--- src/pkg/dios_regs.svh ---
// Constants for the drive I/O supervisor
`ifndef DIOS_REGS_SVH
`define DIOS_REGS_SVH
`define DIOS_CLK_HZ 20000000
`define DIOS_MS_TICK_CYCLES (`DIOS_CLK_HZ / 1000)
`define DIOS_BRAKE_DELAY_MS 16'h00C8
`define DIOS_MAX_DECEL_RPSS 16'h0BB8
`define DIOS_TACH_BASE_PPR 16'h0064
`define DIOS_MS_W 16
`define DIOS_FAULT_W 8
`endif

--- src/pkg/dios_pkg.sv ---
// Types for the drive I/O supervisor
package dios_pkg;
   typedef enum logic [1:0] {
      DIOS_FLT_CLOSE = 2'h0,
      DIOS_FLT_OPEN = 2'h1,
      DIOS_FLT_NEITHER = 2'h2
   } dios_fault_act_type;
   typedef enum logic [1:0] {
      DIOS_LIM_CLOSED = 2'h0,
      DIOS_LIM_OPEN = 2'h1,
      DIOS_LIM_UNUSED = 2'h2,
      DIOS_LIM_GPIN = 2'h3
   } dios_limit_type;
   typedef enum logic [1:0] {
      DIOS_MO_MOVE_CLOSED = 2'h0,
      DIOS_MO_MOVE_OPEN = 2'h1,
      DIOS_MO_TACH = 2'h2,
      DIOS_MO_UNUSED = 2'h3
   } dios_motion_type;
   typedef enum logic [1:0] {
      DIOS_EN_AUTO = 2'h0,
      DIOS_EN_CLOSED = 2'h1,
      DIOS_EN_OPEN = 2'h2
   } dios_enable_type;
   typedef enum logic [3:0] {
      DIOS_ST_OFF = 4'h1,
      DIOS_ST_RELEASE = 4'h2,
      DIOS_ST_RUN = 4'h4,
      DIOS_ST_ENGAGE = 4'h8
   } dios_state_type;
endpackage : dios_pkg

--- src/core/dios_ms_timer.sv ---
// Millisecond tick divider and delay counter
`timescale 1ns/1ps
`include "dios_regs.svh"
module dios_ms_timer #(
   parameter int TICK_CYCLES = `DIOS_MS_TICK_CYCLES
) (
   input wire logic clk,
   input wire logic sys_rst,
   input wire logic load,
   input wire logic [`DIOS_MS_W-1:0] load_ms,
   output logic done
);
   localparam int DW = $clog2(TICK_CYCLES + 1);
   if (TICK_CYCLES < 1) begin : g_bad_tick
      $error("TICK_CYCLES must be at least 1");
   end
   logic [DW-1:0] div_r;
   logic [DW-1:0] div_nxt;
   logic [`DIOS_MS_W-1:0] cnt_r;
   logic [`DIOS_MS_W-1:0] cnt_nxt;
   logic tick;
   // ****************
   // Divider and countdown
   // ****************
   always_comb begin
      tick = (div_r == DW'(TICK_CYCLES - 1));
      div_nxt = tick ? '0 : div_r + DW'(1);
      cnt_nxt = cnt_r;
      if (load) begin
         cnt_nxt = load_ms;
         div_nxt = '0;
      end else if (tick && cnt_r != '0) begin
         cnt_nxt = cnt_r - `DIOS_MS_W'(1);
      end
      done = (cnt_r == '0) && !load;
   end
   always_ff @(posedge clk or posedge sys_rst) begin
      if (sys_rst) begin
         div_r <= '0;
         cnt_r <= '0;
      end else begin
         div_r <= div_nxt;
         cnt_r <= cnt_nxt;
      end
   end
endmodule : dios_ms_timer

--- src/core/dios_supervisor.sv ---
// Drive I/O supervisor: fault, brake, limits, motion output, enable
`timescale 1ns/1ps
`include "dios_regs.svh"
module dios_supervisor #(
   parameter int TICK_CYCLES = `DIOS_MS_TICK_CYCLES,
   parameter int FAULT_W = `DIOS_FAULT_W
) (
   input wire logic clk,
   input wire logic sys_rst,
   input wire logic [FAULT_W-1:0] fault_in,
   input wire logic [FAULT_W-1:0] fault_disable_mask,
   input wire dios_pkg::dios_fault_act_type fault_action,
   input wire logic alarm_clear_enable,
   input wire logic alarm_reset_drive,
   input wire logic alarm_clear_in,
   input wire logic brake_release_level,
   input wire logic [`DIOS_MS_W-1:0] release_delay_ms,
   input wire logic [`DIOS_MS_W-1:0] engage_delay_ms,
   input wire logic limit_pos_in,
   input wire logic limit_neg_in,
   input wire dios_pkg::dios_limit_type limit_mode,
   input wire logic [15:0] max_decel,
   input wire dios_pkg::dios_motion_type motion_mode,
   input wire logic motor_moving,
   input wire logic tach_step,
   input wire logic [2:0] tach_res_sel,
   input wire logic power_stage_enable_in,
   input wire dios_pkg::dios_enable_type enable_source,
   input wire logic host_enable_cmd,
   input wire logic host_disable_cmd,
   input wire logic [2:0] force_en,
   input wire logic [2:0] force_val,
   input wire logic move_req,
   output logic fault_indicate_out,
   output logic brake_control_out,
   output logic motion_indicate_out,
   output logic power_stage_on,
   output logic move_permit,
   output logic stop_req,
   output logic [15:0] stop_decel,
   output logic [1:0] gp_in,
   output logic led_red,
   output logic led_green
);
   if (FAULT_W < 1) begin : g_bad_width
      $error("FAULT_W must be at least 1");
   end
   // ****************
   // Input synchronisers
   // ****************
   logic [3:0] sync1_r;
   logic [3:0] sync2_r;
   always_ff @(posedge clk or posedge sys_rst) begin
      if (sys_rst) begin
         sync1_r <= 4'h0;
         sync2_r <= 4'h0;
      end else begin
         sync1_r <= {alarm_clear_in, limit_pos_in, limit_neg_in, power_stage_enable_in};
         sync2_r <= sync1_r;
      end
   end
   logic clr_s;
   logic limp_s;
   logic limn_s;
   logic en_s;
   assign {clr_s, limp_s, limn_s, en_s} = sync2_r;
   // ****************
   // Fault latch
   // ****************
   logic fault_act_r;
   logic fault_act_nxt;
   logic fault_lock_r;
   logic fault_lock_nxt;
   logic clr_prev_r;
   logic clr_rise;
   logic any_fault;
   logic dis_fault;
   always_comb begin
      any_fault = |fault_in;
      dis_fault = |(fault_in & fault_disable_mask);
      clr_rise = clr_s && !clr_prev_r;
      fault_act_nxt = fault_act_r;
      fault_lock_nxt = fault_lock_r;
      if (alarm_clear_enable && clr_rise) begin
         fault_act_nxt = 1'b0;
         if (alarm_reset_drive) begin
            fault_lock_nxt = 1'b0;
         end
      end
      // Set wins over a simultaneous clear
      if (any_fault) begin
         fault_act_nxt = 1'b1;
      end
      if (dis_fault) begin
         fault_lock_nxt = 1'b1;
      end
   end
   always_ff @(posedge clk or posedge sys_rst) begin
      if (sys_rst) begin
         fault_act_r <= 1'b0;
         fault_lock_r <= 1'b0;
         clr_prev_r <= 1'b0;
      end else begin
         fault_act_r <= fault_act_nxt;
         fault_lock_r <= fault_lock_nxt;
         clr_prev_r <= clr_s;
      end
   end
   // ****************
   // Limits
   // ****************
   logic [1:0] lim_hit;
   always_comb begin
      lim_hit = 2'h0;
      case (limit_mode)
         dios_pkg::DIOS_LIM_CLOSED: lim_hit = {limp_s, limn_s};
         dios_pkg::DIOS_LIM_OPEN: lim_hit = ~{limp_s, limn_s};
         default: lim_hit = 2'h0;
      endcase
   end
   // ****************
   // Enable and brake sequencer
   // ****************
   logic host_en_r;
   logic host_en_nxt;
   logic want_en;
   dios_pkg::dios_state_type st_r;
   dios_pkg::dios_state_type st_nxt;
   logic tmr_load;
   logic [`DIOS_MS_W-1:0] tmr_ms;
   logic tmr_done;
   always_comb begin
      host_en_nxt = host_en_r;
      if (host_disable_cmd) begin
         host_en_nxt = 1'b0;
      end else if (host_enable_cmd) begin
         host_en_nxt = 1'b1;
      end
      case (enable_source)
         dios_pkg::DIOS_EN_CLOSED: want_en = en_s;
         dios_pkg::DIOS_EN_OPEN: want_en = !en_s;
         default: want_en = 1'b1;
      endcase
      want_en = want_en && host_en_r && !fault_lock_r;
      st_nxt = st_r;
      tmr_load = 1'b0;
      tmr_ms = release_delay_ms;
      case (st_r)
         dios_pkg::DIOS_ST_OFF: begin
            if (want_en) begin
               st_nxt = dios_pkg::DIOS_ST_RELEASE;
               tmr_load = 1'b1;
            end
         end
         dios_pkg::DIOS_ST_RELEASE: begin
            if (!want_en) begin
               st_nxt = dios_pkg::DIOS_ST_ENGAGE;
               tmr_load = 1'b1;
               tmr_ms = engage_delay_ms;
            end else if (tmr_done) begin
               st_nxt = dios_pkg::DIOS_ST_RUN;
            end
         end
         dios_pkg::DIOS_ST_RUN: begin
            if (!want_en) begin
               st_nxt = dios_pkg::DIOS_ST_ENGAGE;
               tmr_load = 1'b1;
               tmr_ms = engage_delay_ms;
            end
         end
         dios_pkg::DIOS_ST_ENGAGE: begin
            if (tmr_done) begin
               st_nxt = dios_pkg::DIOS_ST_OFF;
            end
         end
         default: st_nxt = dios_pkg::DIOS_ST_OFF;
      endcase
   end
   always_ff @(posedge clk or posedge sys_rst) begin
      if (sys_rst) begin
         host_en_r <= 1'b1;
         st_r <= dios_pkg::DIOS_ST_OFF;
      end else begin
         host_en_r <= host_en_nxt;
         st_r <= st_nxt;
      end
   end
   dios_ms_timer #(
      .TICK_CYCLES(TICK_CYCLES)
   ) u_timer (
      .clk(clk),
      .sys_rst(sys_rst),
      .load(tmr_load),
      .load_ms(tmr_ms),
      .done(tmr_done)
   );
   // ****************
   // Tachometer divider
   // ****************
   // tach_step pulses at 1600 per rev (or 16x electrical freq on other motors)
   logic [4:0] tach_cnt_r;
   logic [4:0] tach_cnt_nxt;
   logic tach_r;
   logic tach_nxt;
   logic [4:0] tach_half;
   always_comb begin
      // Half period in steps: 8 for 100 ppr down to 1 for 800 ppr
      case (tach_res_sel)
         3'h1: tach_half = 5'h4;
         3'h2: tach_half = 5'h2;
         3'h3: tach_half = 5'h1;
         default: tach_half = 5'h8;
      endcase
      tach_cnt_nxt = tach_cnt_r;
      tach_nxt = tach_r;
      if (tach_step) begin
         if (tach_cnt_r + 5'h1 >= tach_half) begin
            tach_cnt_nxt = 5'h0;
            tach_nxt = !tach_r;
         end else begin
            tach_cnt_nxt = tach_cnt_r + 5'h1;
         end
      end
   end
   // ****************
   // Status indicator blink
   // ****************
   logic [23:0] blink_r;
   logic [23:0] blink_nxt;
   // Starts in lit phase so a fault shows at once
   always_comb begin
      blink_nxt = blink_r + 24'h1;
   end
   // ****************
   // Output registers
   // ****************
   logic fault_out_nxt;
   logic brake_nxt;
   logic motion_nxt;
   logic pwr_nxt;
   always_comb begin
      case (fault_action)
         dios_pkg::DIOS_FLT_CLOSE: fault_out_nxt = fault_act_r;
         dios_pkg::DIOS_FLT_OPEN: fault_out_nxt = !fault_act_r;
         default: fault_out_nxt = 1'b0;
      endcase
      brake_nxt = (st_r == dios_pkg::DIOS_ST_RELEASE || st_r == dios_pkg::DIOS_ST_RUN)
         ? brake_release_level : !brake_release_level;
      case (motion_mode)
         dios_pkg::DIOS_MO_MOVE_CLOSED: motion_nxt = motor_moving;
         dios_pkg::DIOS_MO_MOVE_OPEN: motion_nxt = !motor_moving;
         // Sel 4: 1600 per rev passes step pulses through
         dios_pkg::DIOS_MO_TACH: motion_nxt = (tach_res_sel == 3'h4) ? tach_step : tach_r;
         default: motion_nxt = 1'b0;
      endcase
      if (force_en[0]) fault_out_nxt = force_val[0];
      if (force_en[1]) brake_nxt = force_val[1];
      if (force_en[2]) motion_nxt = force_val[2];
      pwr_nxt = (st_r != dios_pkg::DIOS_ST_OFF);
   end
   always_ff @(posedge clk or posedge sys_rst) begin
      if (sys_rst) begin
         tach_cnt_r <= 5'h0;
         tach_r <= 1'b0;
         blink_r <= 24'h800000;
         fault_indicate_out <= 1'b0;
         brake_control_out <= 1'b0;
         motion_indicate_out <= 1'b0;
         power_stage_on <= 1'b0;
         move_permit <= 1'b0;
         stop_req <= 1'b0;
         stop_decel <= `DIOS_MAX_DECEL_RPSS;
         gp_in <= 2'h0;
         led_red <= 1'b0;
         led_green <= 1'b0;
      end else begin
         tach_cnt_r <= tach_cnt_nxt;
         tach_r <= tach_nxt;
         blink_r <= blink_nxt;
         fault_indicate_out <= fault_out_nxt;
         brake_control_out <= brake_nxt;
         motion_indicate_out <= motion_nxt;
         power_stage_on <= pwr_nxt;
         move_permit <= move_req && st_r == dios_pkg::DIOS_ST_RUN && !(|lim_hit);
         stop_req <= (|lim_hit) || any_fault;
         stop_decel <= max_decel;
         gp_in <= (limit_mode == dios_pkg::DIOS_LIM_GPIN) ? {limp_s, limn_s} : 2'h0;
         led_red <= fault_act_r && blink_r[23];
         led_green <= fault_act_r ? (blink_r[23] && blink_r[21]) : 1'b1;
      end
   end
endmodule : dios_supervisor

--- config.mk ---
export PLATFORM = sky130hd
export DESIGN_NAME = dios_supervisor
export DESIGN_NICKNAME = d
export VERILOG_FILES = /design/src/pkg/dios_pkg.sv /design/src/core/dios_ms_timer.sv /design/src/core/dios_supervisor.sv
export VERILOG_INCLUDE_DIRS = /design/src /design/src/pkg
export SDC_FILE = /design/constraint.sdc
export NUM_CORES = 1
export LEC_CHECK = 0
export ABC_AREA = 1
export ABC_CLOCK_PERIOD_IN_PS = 3400
export BUFFER_PORTS_ARGS = -buffer_cell sky130_fd_sc_hd__buf_2
export CORE_UTILIZATION = 55
export DETAILED_ROUTE_END_ITERATION = 12
export PLACE_DENSITY = 0.8
export SLEW_MARGIN = 10
export SYNTH_ARGS = -nofsm -noshare
export SYNTH_HDL_FRONTEND = slang
export SYNTH_SLANG_ARGS = --single-unit
export TNS_END_PERCENT = 10
--- constraint.sdc ---
create_clock -name clk -period 3.4 [get_ports clk]
set_input_delay 0.17 -clock clk [delete_from_list [all_inputs] [get_ports clk]]
set_output_delay 0.17 -clock clk [all_outputs]
set_load 0.05 [all_outputs]
# Word level (Yosys, flattened, before mapping)

Index checks and enable logic that the tools add are counted.

Register bits after elaboration: 103
Latch bits: 0
Memory bits (writable): 0
Bits in read-only memories: 0
Input port bits: 95
Output and inout port bits: 26
Word-level logic and storage cells: 123
Memories: 0

Add/sub/neg operators: 4
$mul: 0
Div/mod/pow operators: 0
Magnitude comparators: 1
Eq/ne operators: 21
Shift operators: 0
Mux-type cells: 35
Bitwise operators: 2
Reduce and logical (&&, ||, !) cells: 38

Operators by type and width:

| operator                                             | count |
|---|---|
| two-way mux 16 bit                                   | 4 |
| two-way mux 15 bit                                   | 2 |
| adder 24 x 1 -> 24 bit (second input constant)       | 1 |
| two-way mux 4 bit                                    | 5 |
| zero test 16 bit                                     | 1 |
| case mux 4 bit (4 select lines)                      | 1 |
| nonzero test 16 bit                                  | 1 |
| OR reduction 8 bit                                   | 2 |
| subtractor 16 x 1 -> 16 bit (second input constant)  | 1 |
| adder 15 x 1 -> 15 bit (second input constant)       | 1 |
| equality test 15 bit (second input constant)         | 1 |
| two-way mux 1 bit                                    | 15 |
| case mux 4 bit (3 select lines)                      | 1 |
| logical AND 1 bit                                    | 10 |
| nonzero test 2 bit                                   | 5 |
| zero test 1 bit                                      | 9 |
| AND 8 bit                                            | 1 |
| equality test 2 x 1 -> 1 bit (second input constant) | 4 |
| equality test 2 bit (second input constant)          | 3 |
| equality test 3 x 2 -> 1 bit (second input constant) | 2 |
| zero test 2 bit                                      | 3 |
| != test 2 bit (second input constant)                | 3 |
| case mux 1 bit (2 select lines)                      | 3 |
| adder 5 x 1 -> 5 bit (second input constant)         | 1 |
| 18 further kinds                                     | 21 |

# Logic depth before layout (Yosys ltp)

Depth in word-level cells: 11
Gate-level depth with buffers: 13

# By module

Synthesis repeated with hierarchy kept, for this count alone.

Cells, all modules: 703
Area total of the unflattened synthesis: 5,451.5 sq um

Modules (own cells, without submodules):

| module          | times used | cells each | area an instance (sq um) | seq. area each (sq um) |
|---|---|---|---|---|
| dios_supervisor | 1          | 385        | 3,380.7                  | 1,814.2 |
| dios_ms_timer   | 1          | 318        | 2,070.7                  | 775.7 |

# Least setup slack after synthesis

OpenSTA, ideal clock, no wires.

Path kind: reg-to-reg
Start: register tach_cnt_r[0]
End: register tach_r
Setup time: 0.117 ns
Data arrival time: 1.474 ns
Data required time: 3.283 ns
Setup slack: 1.809 ns
Cell stages (with the launch flop): 11
Path through: dfrtp_1 ha_1 ha_1 o21ai_0 nand2_1 nand2_1 nand2_1 nand2_1 nand2_1 nand3b_1 nand2_1

Cells in the longest elaborated chain, start to end: 3

Ends and longest elaborated chain:

| element                           | RTL line               | text |
|---|---|---|
| start, declared                   | dios_supervisor.sv:201 | `logic [4:0] tach_cnt_r;` |
| start signal, assigned            | dios_supervisor.sv:277 | `tach_cnt_r <= tach_cnt_nxt;` |
| adder 5 x 1 -> 5 bit              | dios_supervisor.sv:217 | `if (tach_cnt_r + 5'h1 >= tach_half) begin` |
| greater-or-equal comparator 5 bit | dios_supervisor.sv:217 |  |
| AND reduction 2 bit (no line)     | -                      |  |
| end signal, assigned              | dios_supervisor.sv:278 | `tach_r <= tach_nxt;` |
| end, declared                     | dios_supervisor.sv:203 | `logic tach_r;` |

Every way passes these cells.
A chain may end at the register's enable or synchronous reset.

# Worst setup path after layout

Start: register host_en_r
End: register u_timer.cnt_r[3]

Cells in the longest elaborated chain, start to end: 5

Ends and longest elaborated chain:

| element                                                               | RTL line                                       | text |
|---|---|---|
| start, declared                                                       | dios_supervisor.sv:124                         | `logic host_en_r;` |
| start signal, assigned                                                | dios_supervisor.sv:184                         | `host_en_r <= host_en_nxt;` |
| logical AND 1 bit * (2 in a row)                                      | dios_supervisor.sv:144                         | `want_en = want_en && host_en_r && !fault_lock_r;` |
| two-way mux 1 bit (tied with other cells)                             | dios_supervisor.sv:156, dios_supervisor.sv:165 |  |
| case mux 1 bit (2 select lines) or two-way mux 16 bit (tied branches) | -                                              |  |
| two-way mux 16 bit or nonzero test 2 bit (tied branches)              | -                                              |  |
| end signal, assigned                                                  | dios_ms_timer.sv:43                            | `cnt_r <= cnt_nxt;` |
| end, declared                                                         | dios_ms_timer.sv:19                            | `` logic [`DIOS_MS_W-1:0] cnt_r; `` |

Every way passes the cells marked *; elsewhere a longest branch is shown, timed or not.

==> results.cfg <==
[cts]
clk_pin_slew_worst_paths_ns = 0.10
tritoncts = built
cts-buffers-inserted = 9
clock-sinks = 103
cts-root-buf = clkbuf_8
clock_latency_ns = 0.37
max-clock-path-buffers = 2
ctsHtreeMaxLevel = 3

[global_route]
grt.overflow.total = 0
grt.total_usage_pct = 27.26
wire_length_of_the_first_global_routing_pass_mm = 22.43
antenna_found_initial = 0
largest_net_degree_at_the_start_of_global_routing = 49
grt_pass1_vias = 5234

[drt]
vias = 5164
drtPass1Iterations = 5
detail_route.drc_violations = 0
viasPerCell = 5.113
dr.first_iter.drc_count = 300
per_cell_routed_wire_length_um = 13.04
postRouteWirelength_mm = 13.17
antenna_left = 0

[die]
io-pin-count = 121
initial_utilization_pct = 57.05
core_area_um2 = 9864
die_x_um = 103.2
design.die.area_um2 = 10640
floorplan.rows = 36
dieHeight_um = 103.2

[sta]
totalNegativeSetupSlack_ns = 0
hold_viol_final = 0
setup_slack_ns = 1.525
rsz0062_at_grt = false
finClkSkew_ns = 0.02063
fmax_mhz = 533.3
worst-slew-pin-transition_ns = 0.6571
report.final.slew_viol_count = 0
period_share_pct = 55.15
timing.final.crit_period_ns = 1.875
finish_stage_setup_viols = 0
slew_headroom_pct = 55.82

[cells_and_area]
antennaDiodeCount = 0
fillCellCount = 798
layout-drive-gt1-share_pct = 20.41
areaGrowthSynthToFinish_pct = 19.92
finalNetCount = 978
post-route-util_pct = 68.42

[synthesis]
yosys_register_bits = 103
yosys-top-cells-area = dfrtp_1 41%, nand2_1 15%, inv_1 6.2%
synth_nets = 832
synth.lib_cells_used.distinct = 37
synth_compound_area_share_pct = 2.735
syn-instance-count = 726
postSynth.topFlopCell = dfrtp_1
synth-seq-area-share_pct = 46.02
yosys.area.top_type_share_pct = 41.35
synthAdderAreaFrac_pct = 2.446
fraction_of_registers_with_async_set_reset_pct = 100.0
synthesis.area_per_instance_um2 = 7.752
yosys-mux-area-fraction_pct = 0
post_synthesis_simple_gate_area_fraction_pct = 35.06
synth-warning-count = 0
xor_and_xnor_fraction_of_the_mapped_netlist_area_pct = 5.602
synth.cell_area_um2 = 5628
synth_top_family_by_area = simple AND/OR/NAND/NOR gates
synth.largest_area_cell = dfrtp_1
count_of_flip_flops_with_a_built_in_enable_after_synthesis = 0

[critical_path]
setup.worst_path.start_class = flip-flop
timing.critical_path.required_ns = 3.66
setup.worst_path.class = reg2reg
critPathMaxFanout = 24
cp-end-kind = flip-flop
arrival_time_reported_for_the_critical_path_endpoint_ns = 2.13

[run]
cap_violations = 0

[power_and_ir_drop]
total_leakage_power_uw = 0.003675
max-vdd-ir-drop_uv = 396.8
power_density_nw_per_um2 = 434.9

[run_status]
run_status = completed

[placed_design]
post-dp-hpwl_mm = 9.583
pre_cts_ws_ns = 1.438
place_congestion = 0.9304
port_buffers = 120

[hold_path]
worst_hold_path_type = in2reg
[critical path: stages (launching register included)]
cell and delay [ns]:
dfstp_2 0.54, inv_1 0.06, nor2_4 0.16, nand2_4 0.20, nand2_2 0.15, nand2_4 0.14, nand2_4 0.24, inv_4 0.13
nand2_1 0.08, nand2_1 0.07
[final cells by class]
type | instances | area, um2 | area share, %
tap | 133 | 166.4 | 2.466
timing repair buffer | 145 | 845.8 | 12.53
clock buffer | 10 | 127.6 | 1.891
clock inverter | 6 | 62.56 | 0.9270
sequential | 103 | 2590 | 38.38
multi-input combinational | 514 | 2580 | 38.23
inverter | 99 | 376.6 | 5.580
[cells in the final DEF, fill, tap and decap left out, drive strengths merged]
master         n
a31oi          1
nor2          93
nor3b          3
nand4         11
clkbuf        10
xor2          29
a22oi          1
xnor2          7
nor3          15
nand3b         9
dlygate4sd3   23
dfrtp         93
o31ai          1
o22ai          1
or3            1
inv          103
nand3         71
dfstp         10
a31o           1
a211oi         1
buf          122
o21ai         17
nor4           1
ha            11
clkinv         2
a21oi          5
nand2        235
[power breakdown]
| group | internal [uW] | switching [uW] |
|---|---|---|
| Sequential | 1350 | 120 |
| Combinational | 273 | 447 |
| Clock | 288 | 454 |
[metal layers]
layer / vias up / global-route usage (%) / share of wire [%]
li1: 2550 / - / -
met4: 0 / 12.24 / 3.3
met1: 2397 / 30.52 / 42
met3: 42 / 4.610 / 3.9
met2: 175 / 50.67 / 51
met5: - / 0 / 0
[timing repair]
item                                   CTS  global route
hold buffers                            23             0
resized for setup                        0             0
setup buffers                            0             0
endpoints found under the hold margin   67             0
[state kept, by name, summed over array words and instances, names as in the netlist, 2 cells and up]
name           cells
sync1_r            4
blink_r           24
u_timer.div_r     15
st_r               4
tach_cnt_r         5
gp_in              2
stop_decel        16
sync2_r            4
u_timer.cnt_r     16
[cells by family after synthesis]
family	count (synthesis)
fa+ha+maj	11
flops	103
simple gates	439
compound gates	28
buf+inv	109
xor+xnor	36
[synth_stat cells (2+ instances only)]
cell type and n:
nand2_4 4, nor2_1 86, dfstp_2 10, inv_2 5, nand4_1 11, nand3_1 64
nand2_8 2, xor2_1 29, nor3_1 15, xnor2_1 7, nand2_2 2, nor2_2 5
nor2_4 2, nand3_2 7, nor3b_2 2, dfrtp_1 93, o21ai_0 17, inv_1 93
buf_6 2, ha_1 11, nand3b_1 9, buf_4 3, a21oi_1 5, buf_2 3
nand2_1 227
[stage by stage]
| step | hold WS [ns] | instance area [um2] | total power, uW | std cells |
|---|---|---|---|---|
| floorplan | 0.1745 | 5628 | 1980 | 726 |
| global placement | 0.2754 | 6329 | 2141 | 971 |
| detailed placement | 0.2762 | 6329 | 2183 | 971 |
| CTS | 0.0001192 | 6749 | 2948 | 1010 |
| global route | 0.004728 | 6749 | 3139 | 1010 |
| finish | 0.01792 | 6749 | 2935 | 1010 |
[path summary, 6_finish.rpt]
kind | slack (ns) | cells after the start | from | to
setup reg to reg | 1.52 | 9 | host_en_r | u_timer.cnt_r[3]
hold / removal | 0.02 | 2 | force_en[1] | brake_control_out
max in group asynchronous | 2.15 | 4 | sys_rst | stop_decel[9]
hold reg to reg | 0.36 | 0 | sync1_r[3] | sync2_r[3]
setup / recovery | 1.52 | 9 | host_en_r | u_timer.cnt_r[3]
min in group asynchronous | 0.42 | 3 | sys_rst | blink_r[0]
Power figures use the tool's default switching activity.
